[src/rtl/sacr_pkg.sv]
/*
 * sacr_pkg: shared types and constants for the serial converter readout block.
 * assumes a 200 MHz core clock; no other package dependencies.
 */
package sacr_pkg;
  localparam int unsigned CLK_PERIOD_PS = 5000;
  localparam int unsigned CONV_TIME_NS = 8500;
  localparam int unsigned CYCLE_TIME_NS = 10000;
  localparam int unsigned WAKE_DELAY_NS = 2000;
  localparam int unsigned CONV_CYCLES = (CONV_TIME_NS * 1000) / CLK_PERIOD_PS;
  localparam int unsigned CYCLE_CYCLES = (CYCLE_TIME_NS * 1000) / CLK_PERIOD_PS;
  localparam int unsigned WAKE_CYCLES = (WAKE_DELAY_NS * 1000 + CLK_PERIOD_PS - 1) / CLK_PERIOD_PS;
  localparam int unsigned RESULT_BITS = 12;
  localparam int unsigned FRAME_BITS = RESULT_BITS + 1;
  localparam int unsigned FIFO_DEPTH = 4;
  localparam int unsigned TIMER_BITS = 12;

  typedef logic [RESULT_BITS-1:0] sacr_result_type;

  typedef enum logic [1:0] {
    SACR_OFF = 2'b00,
    SACR_WAKE = 2'b01,
    SACR_READY = 2'b11,
    SACR_REF_EXT = 2'b10
  } sacr_power_type;

  typedef enum logic [1:0] {
    SACR_TRACK = 2'b00,
    SACR_CONVERT = 2'b01,
    SACR_SHIFT = 2'b11
  } sacr_state_type;

  typedef struct packed {
    logic dout;
    logic dout_oe;
  } sacr_serial_out_type;

  typedef struct packed {
    logic hold;
    logic ref_internal;
    logic operational;
  } sacr_analog_ctl_type;
endpackage : sacr_pkg

[src/rtl/sacr_fifo.sv]
/*
 * sacr_fifo: small synchronous fifo with valid/ready on both sides.
 * assumes one clock and a synchronous active-high reset.
 */
`timescale 1ns/1ps
module sacr_fifo #(
  parameter int unsigned WIDTH = 12,
  parameter int unsigned DEPTH = 4
) (
  input wire logic i_core_clk,
  input wire logic i_sys_rst,
  input wire logic i_in_valid,
  output logic o_in_ready,
  input wire logic [WIDTH-1:0] i_in_data,
  output logic o_out_valid,
  input wire logic i_out_ready,
  output logic [WIDTH-1:0] o_out_data
);
  localparam int unsigned AW = $clog2(DEPTH);
  logic [WIDTH-1:0] mem_reg [DEPTH];
  logic [AW-1:0] wr_reg;
  logic [AW-1:0] rd_reg;
  logic [AW:0] count_reg;
  logic [AW:0] count_next;
  logic in_ready_reg;
  logic push;
  logic pop;

  // ready is registered so the top output comes straight from a flop
  assign push = i_in_valid && in_ready_reg;
  assign pop = i_out_ready && (count_reg != '0);
  assign count_next = count_reg + (AW+1)'(push) - (AW+1)'(pop);
  assign o_in_ready = in_ready_reg;
  assign o_out_valid = count_reg != '0;
  assign o_out_data = mem_reg[rd_reg];

  always_ff @(posedge i_core_clk) begin
    if (push) begin
      mem_reg[wr_reg] <= i_in_data;
    end
  end

  always_ff @(posedge i_core_clk) begin
    if (i_sys_rst) begin
      wr_reg <= '0;
      rd_reg <= '0;
      count_reg <= '0;
      in_ready_reg <= 1'b0;
    end else begin
      in_ready_reg <= count_next != (AW+1)'(DEPTH);
      if (push) begin
        wr_reg <= (wr_reg == AW'(DEPTH-1)) ? '0 : wr_reg + 1'b1;
      end
      if (pop) begin
        rd_reg <= (rd_reg == AW'(DEPTH-1)) ? '0 : rd_reg + 1'b1;
      end
      count_reg <= count_next;
    end
  end
endmodule : sacr_fifo

[src/rtl/sacr_top.sv]
/*
 * sacr_top: conversion sequencing, power modes and serial readout
 * of a 12-bit successive-approximation converter with a three-wire port.
 * assumes select, serial clock and power-down levels arrive asynchronously;
 * results from the analog core arrive as a valid/ready stream through a fifo.
 */
`timescale 1ns/1ps
module sacr_top (
  input wire logic i_core_clk,
  input wire logic i_sys_rst,
  input wire logic i_select_n,
  input wire logic i_sclk,
  input wire logic i_power_down_n,
  input wire logic i_power_down_float,
  input wire logic i_sample_valid,
  output logic o_sample_ready,
  input wire sacr_pkg::sacr_result_type i_sample_data,
  output logic o_dout,
  output logic o_dout_oe,
  output logic o_hold,
  output logic o_ref_internal,
  output logic o_operational,
  output logic o_sample_req
);
  // ==========================================================
  // input synchronisers
  logic [2:0] sel_sync_reg;
  logic [2:0] sclk_sync_reg;
  logic [2:0] pdn_sync_reg;
  logic [2:0] flt_sync_reg;
  logic sel_reg;
  logic sclk_reg;
  logic pdn_reg;
  logic flt_reg;

  always_ff @(posedge i_core_clk) begin
    if (i_sys_rst) begin
      sel_sync_reg <= 3'h7;
      sclk_sync_reg <= 3'h0;
      pdn_sync_reg <= 3'h0;
      flt_sync_reg <= 3'h0;
    end else begin
      sel_sync_reg <= {sel_sync_reg[1:0], i_select_n};
      sclk_sync_reg <= {sclk_sync_reg[1:0], i_sclk};
      pdn_sync_reg <= {pdn_sync_reg[1:0], i_power_down_n};
      flt_sync_reg <= {flt_sync_reg[1:0], i_power_down_float};
    end
  end

  // filtered levels update only when stages two and three agree
  always_ff @(posedge i_core_clk) begin
    if (i_sys_rst) begin
      sel_reg <= 1'b1;
      sclk_reg <= 1'b0;
      pdn_reg <= 1'b0;
      flt_reg <= 1'b0;
    end else begin
      if (sel_sync_reg[1] == sel_sync_reg[2]) begin
        sel_reg <= sel_sync_reg[2];
      end
      if (sclk_sync_reg[1] == sclk_sync_reg[2]) begin
        sclk_reg <= sclk_sync_reg[2];
      end
      if (pdn_sync_reg[1] == pdn_sync_reg[2]) begin
        pdn_reg <= pdn_sync_reg[2];
      end
      if (flt_sync_reg[1] == flt_sync_reg[2]) begin
        flt_reg <= flt_sync_reg[2];
      end
    end
  end

  logic sel_now;
  logic sclk_now;
  logic sel_fall;
  logic sclk_fall;
  assign sel_now = (sel_sync_reg[1] == sel_sync_reg[2]) ? sel_sync_reg[2] : sel_reg;
  assign sclk_now = (sclk_sync_reg[1] == sclk_sync_reg[2]) ? sclk_sync_reg[2] : sclk_reg;
  assign sel_fall = sel_reg && !sel_now;
  assign sclk_fall = sclk_reg && !sclk_now;

  // ==========================================================
  // power mode
  sacr_pkg::sacr_power_type power_reg;
  logic [sacr_pkg::TIMER_BITS-1:0] wake_reg;
  logic awake;
  logic pdn_high;
  assign pdn_high = pdn_reg || flt_reg;

  always_ff @(posedge i_core_clk) begin
    if (i_sys_rst) begin
      power_reg <= sacr_pkg::SACR_OFF;
      wake_reg <= '0;
    end else if (!pdn_high) begin
      power_reg <= sacr_pkg::SACR_OFF;
      wake_reg <= '0;
    end else begin
      unique case (power_reg)
        sacr_pkg::SACR_OFF: begin
          power_reg <= sacr_pkg::SACR_WAKE;
          wake_reg <= '0;
        end
        sacr_pkg::SACR_WAKE: begin
          wake_reg <= wake_reg + 1'b1;
          if (wake_reg == sacr_pkg::TIMER_BITS'(sacr_pkg::WAKE_CYCLES - 1)) begin
            power_reg <= sacr_pkg::SACR_READY;
          end
        end
        sacr_pkg::SACR_READY: begin
          power_reg <= sacr_pkg::SACR_READY;
        end
        default: begin
          power_reg <= sacr_pkg::SACR_OFF;
        end
      endcase
    end
  end
  assign awake = (power_reg == sacr_pkg::SACR_READY) && pdn_high;

  // ==========================================================
  // conversion sequencing and readout
  sacr_pkg::sacr_state_type state_reg;
  logic [sacr_pkg::TIMER_BITS-1:0] conv_reg;
  logic [sacr_pkg::FRAME_BITS-1:0] shift_reg;
  logic convert_done;
  assign convert_done = conv_reg == sacr_pkg::TIMER_BITS'(sacr_pkg::CONV_CYCLES - 1);

  always_ff @(posedge i_core_clk) begin
    if (i_sys_rst) begin
      state_reg <= sacr_pkg::SACR_TRACK;
      conv_reg <= '0;
    end else if (!awake || sel_now) begin
      state_reg <= sacr_pkg::SACR_TRACK;
      conv_reg <= '0;
    end else begin
      unique case (state_reg)
        sacr_pkg::SACR_TRACK: begin
          if (sel_fall) begin
            state_reg <= sacr_pkg::SACR_CONVERT;
            conv_reg <= '0;
          end
        end
        sacr_pkg::SACR_CONVERT: begin
          conv_reg <= conv_reg + 1'b1;
          if (convert_done) begin
            state_reg <= sacr_pkg::SACR_SHIFT;
          end
        end
        sacr_pkg::SACR_SHIFT: begin
          state_reg <= sacr_pkg::SACR_SHIFT;
        end
        default: begin
          state_reg <= sacr_pkg::SACR_TRACK;
        end
      endcase
    end
  end

  // fifo holding results from the analog core
  logic fifo_valid;
  logic fifo_pop;
  sacr_pkg::sacr_result_type fifo_data;
  assign fifo_pop = (state_reg == sacr_pkg::SACR_CONVERT) && convert_done && awake && !sel_now;

  sacr_fifo #(
    .WIDTH(sacr_pkg::RESULT_BITS),
    .DEPTH(sacr_pkg::FIFO_DEPTH)
  ) u_fifo (
    .i_core_clk(i_core_clk),
    .i_sys_rst(i_sys_rst),
    .i_in_valid(i_sample_valid),
    .o_in_ready(o_sample_ready),
    .i_in_data(i_sample_data),
    .o_out_valid(fifo_valid),
    .i_out_ready(fifo_pop),
    .o_out_data(fifo_data)
  );

  // output shift register
  always_ff @(posedge i_core_clk) begin
    if (i_sys_rst) begin
      shift_reg <= '0;
    end else if (fifo_pop) begin
      shift_reg <= {1'b1, fifo_valid ? fifo_data : '0};
    end else if (state_reg == sacr_pkg::SACR_SHIFT && sclk_fall) begin
      shift_reg <= {shift_reg[sacr_pkg::FRAME_BITS-2:0], 1'b0};
    end
  end

  sacr_pkg::sacr_serial_out_type ser_next;
  always_comb begin
    ser_next.dout_oe = awake && !sel_now;
    ser_next.dout = 1'b0;
    if (state_reg == sacr_pkg::SACR_SHIFT) begin
      ser_next.dout = shift_reg[sacr_pkg::FRAME_BITS-1];
    end
    if (fifo_pop) begin
      ser_next.dout = 1'b1;
    end else if (state_reg == sacr_pkg::SACR_SHIFT && sclk_fall) begin
      ser_next.dout = shift_reg[sacr_pkg::FRAME_BITS-2];
    end
  end

  sacr_pkg::sacr_analog_ctl_type ana_next;
  always_comb begin
    ana_next.hold = (state_reg == sacr_pkg::SACR_CONVERT && !fifo_pop && awake && !sel_now)
      || (state_reg == sacr_pkg::SACR_TRACK && sel_fall && awake);
    ana_next.ref_internal = pdn_reg && !flt_reg;
    ana_next.operational = pdn_high;
  end

  always_ff @(posedge i_core_clk) begin
    if (i_sys_rst) begin
      o_dout <= 1'b0;
      o_dout_oe <= 1'b0;
      o_hold <= 1'b0;
      o_ref_internal <= 1'b0;
      o_operational <= 1'b0;
      o_sample_req <= 1'b0;
    end else begin
      o_dout <= ser_next.dout;
      o_dout_oe <= ser_next.dout_oe;
      o_hold <= ana_next.hold;
      o_ref_internal <= ana_next.ref_internal;
      o_operational <= ana_next.operational;
      o_sample_req <= state_reg == sacr_pkg::SACR_TRACK && sel_fall && awake;
    end
  end
endmodule : sacr_top

[config.mk]
export PLATFORM = sky130hd
export DESIGN_NAME = sacr_top
export DESIGN_NICKNAME = d
export VERILOG_FILES = /design/src/rtl/sacr_pkg.sv /design/src/rtl/sacr_fifo.sv /design/src/rtl/sacr_top.sv
export SDC_FILE = /design/constraint.sdc
export NUM_CORES = 1
export LEC_CHECK = 0
export ABC_AREA = 1
export ABC_CLOCK_PERIOD_IN_PS = 6500
export BUFFER_PORTS_ARGS = -buffer_cell sky130_fd_sc_hd__buf_2
export CORE_UTILIZATION = 65
export DETAILED_ROUTE_END_ITERATION = 12
export GPL_TIMING_DRIVEN = 1
export PLACE_DENSITY = 0.84
export SETUP_SLACK_MARGIN = 0.05
export SLEW_MARGIN = 20
export SYNTH_ARGS = -nofsm -noshare
export SYNTH_HDL_FRONTEND = slang
export SYNTH_SLANG_ARGS = --single-unit
[constraint.sdc]
create_clock -name i_core_clk -period 6.5 [get_ports i_core_clk]
set_input_delay 0.325 -clock i_core_clk [delete_from_list [all_inputs] [get_ports i_core_clk]]
set_output_delay 0.325 -clock i_core_clk [all_outputs]
set_load 0.01 [all_outputs]
==> flow_summary.json <==
{
  "outcome": "complete, no violations",
  "fmax_ghz": 0.327,
  "fp.dieH_um": 91.3,
  "drv_cap": 0,
  "antenna_found_initial": 0,
  "worst_pin_slew_ns": 0.996,
  "grt_pass1_wl_um": 18100,
  "postSynthCellCount": 605,
  "synth_edf_count": 48,
  "synth_nets": 634,
  "final_cell_mix": "nor2_1 (95), nand2_1 (92), dfxtp_1 (73)",
  "period_needed_ns": 3.06,
  "p_leak_nw": 2.38,
  "area_growth_pct": 14.9,
  "hold_violations": 0,
  "cts_tree": "yes",
  "critPathKind": "flop to flop",
  "grt_remaining_overflow": 0,
  "cts-root-buf": "clkbuf_8",
  "min_path_type": "input pin to flop",
  "drt_pass1_iterations": 5,
  "start_util_pct": 67.1,
  "core_area_um2": 7730,
  "grt_use_met2_pct": 46.7,
  "post_cts_buffers": 0,
  "final_common_cell": "nor2_1",
  "grt_pass1_vias": 3982,
  "n_fill_cell": 516,
  "wl_per_cell_um": 14.4,
  "crit_path_end_kind": "flop",
  "ios": 26,
  "ctsLongestPathBuffers": 2,
  "cellPowerDensity_nw_per_um2": 293,
  "drtIter0Drc": 261,
  "synth.largest_area_cell": "dfxtp_1",
  "synth.avg_cell_area_um2": 8.57,
  "htreeDepth": 4,
  "syn_area_um2": 5180,
  "finalSetupViolCount": 0,
  "remaining_drc_errors": 0,
  "crit_path_start_kind": "flop",
  "period_share_pct": 47.1,
  "n_antenna_cell": 0,
  "worstPathCellList": "nand2_1 -> nor2_4 -> nand3_2 -> nor2_4 -> nand2_1 -> inv_1 -> ha_1 -> inv_1 -> ha_1 -> fa_1 -> xor2_1 -> xor2_1 -> a31oi_1",
  "synth_top_area_share_pct": 28.2,
  "max_stage_delay_ns": 0.64,
  "port_buffers": 25,
  "clkSlewWorstSetupHoldPaths_ns": 0.07,
  "min_path_cells": 3,
  "cts_resized": 0,
  "cts_num_sinks": 121,
  "postRouteAntennaNets": 0,
  "reg2reg_depth": 13,
  "routabilityCongestion": 0.889,
  "crit_fanout": 15,
  "synth_warnings": 0,
  "crit_buf_inv": 2,
  "synth.area.top_cells": "dfxtp_1 (28%), edfxtp_1 (28%), nor2_1 (7.2%), nand2_1 (6.7%), o21ai_0 (5.1%)",
  "clock_latency_ns": 0.52,
  "viasPerCell": 5.57,
  "cp_top_family": "simple AND/OR/NAND/NOR gates",
  "row_count": 32,
  "worst-path-stages": 13,
  "whs_ns": 0.0122,
  "finish.instance_area_um2": 5960,
  "vias": 4174,
  "async_flop_share_pct": 0,
  "die_w_um": 91.3,
  "grtUsageTotal_pct": 28.3,
  "gr-max-usage-layer": "met2",
  "wl_um": 10800,
  "worstSetupStartpoint": "power_reg[1]",
  "drive_gt1_share_pct": 13.0,
  "rsz0062_at_grt": "false",
  "drv_slew": 0,
  "ir_drop_mv": 0.224,
  "multi_input_area_um2": 1880,
  "holdCritStartpoint": "i_sclk",
  "rr_startpoint": "power_reg[1]",
  "cts_buffers": 17,
  "grt.met3_usage_pct": 6.53,
  "dieArea_um2": 8330,
  "ys_seq_area_share_pct": 56.0,
  "synthDistinctLibCells": 34,
  "hpwl_um": 6720,
  "finalNetCount": 663,
  "ys_ff_latch": 121,
  "crit_required_ns": 6.89,
  "cp.arrival_ns": 3.45,
  "critPathSlowestCell": "dfxtp_1",
  "grt_use_met1_pct": 34.5,
  "ys.flop_type": "dfxtp_1",
  "skew_ns": 0.00666,
  "dpl_cell_area_um2": 5320,
  "largest_reg_flops": 48,
  "grt_start_max_net_pins": 27,
  "slew_headroom_pct": 33.4,
  "setup_tns_ns": 0,
  "seqCellArea_um2": 2900
}
==> layout make-up <==
cell class / instances / area share [%]
Multi-Input combinational cell: 383 / 31.5
Tap cell: 102 / 2.14
Inverter: 80 / 5.04
Clock inverter: 15 / 2.48
Timing Repair Buffer: 31 / 3.11
Clock buffer: 17 / 6.95
Sequential cell: 121 / 48.7
==> worst paths after layout <==
kind	end	slack [ns]
min reg2reg	flt_sync_reg[1]	0.41
max reg2reg	u_fifo.o_in_ready	3.44
min	sclk_sync_reg[0]	0.01
max	u_fifo.o_in_ready	3.44
==> Yosys cell counts, types with 3 or more instances <==
master	instances
nand4_1	8
dfxtp_1	73
nand3b_1	10
o21ai_1	13
a21oi_1	30
nor2_4	4
edfxtp_1	48
nand3_1	37
ha_1	9
clkbuf_1	10
nor2_1	99
buf_6	3
nor2_2	3
o21ai_0	53
nor3_1	6
inv_2	10
nand2_1	92
inv_1	70
or2_2	3
buf_2	7
==> where the power goes <==
group | internal (W) | switching (W) | total (W)
Sequential | 0.000805 | 0.00000617 | 0.000811
Clock | 0.000491 | 0.000391 | 0.000881
Combinational | 0.0000171 | 0.0000379 | 0.0000551
Total | 0.00131 | 0.000435 | 0.00175
==> per-stage QoR <==
stage / cells / setup WS (ns) / total power (W) / utilization, %
global route: 749 / 3.25 / 0.00180 / 77.1
finish: 749 / 3.44 / 0.00175 / 77.1
global placement: 711 / 3.63 / 0.000873 / 68.9
CTS: 749 / 3.47 / 0.00175 / 76.9
detailed placement: 711 / 3.50 / 0.000878 / 68.9
floorplan: 605 / 4.04 / 0.000857 / -
==> cells by family after synthesis <==
logic type                 Yosys count  synth area share (%)
AOI/OAI and AO/OA                  104                  10.4
DFF                                121                  56.0
buffers and inverters              101                  7.94
and+or+nand+nor                    267                  22.7
adders and majority gates           10                  2.56
xor gates and xnor gates             2                 0.338
==> what timing repair did <==
item,in CTS,in global routing
endpoints found under the hold margin,15,0
setup endpoints to repair,0,0
hold buffers,6,0
==> layer usage <==
layer,routed length (um),vias to the layer above
met5,0,-
met4,316,0
li1,-,2040
met1,4330,1946
met3,675,34
met2,5430,154
==> worst reg2reg max path, delay by kind of cell (launching register included) <==
| kind | cells | cell delay [ns] |
|---|---|---|
| compound gates | 1 | 0.10 |
| xor+xnor | 2 | 0.40 |
| buf+inv | 2 | 0.14 |
| simple gates | 5 | 0.96 |
| fa+ha+maj | 3 | 0.69 |
| flops | 1 | 0.64 |
Note: power is estimated with default switching activity, not from simulation.
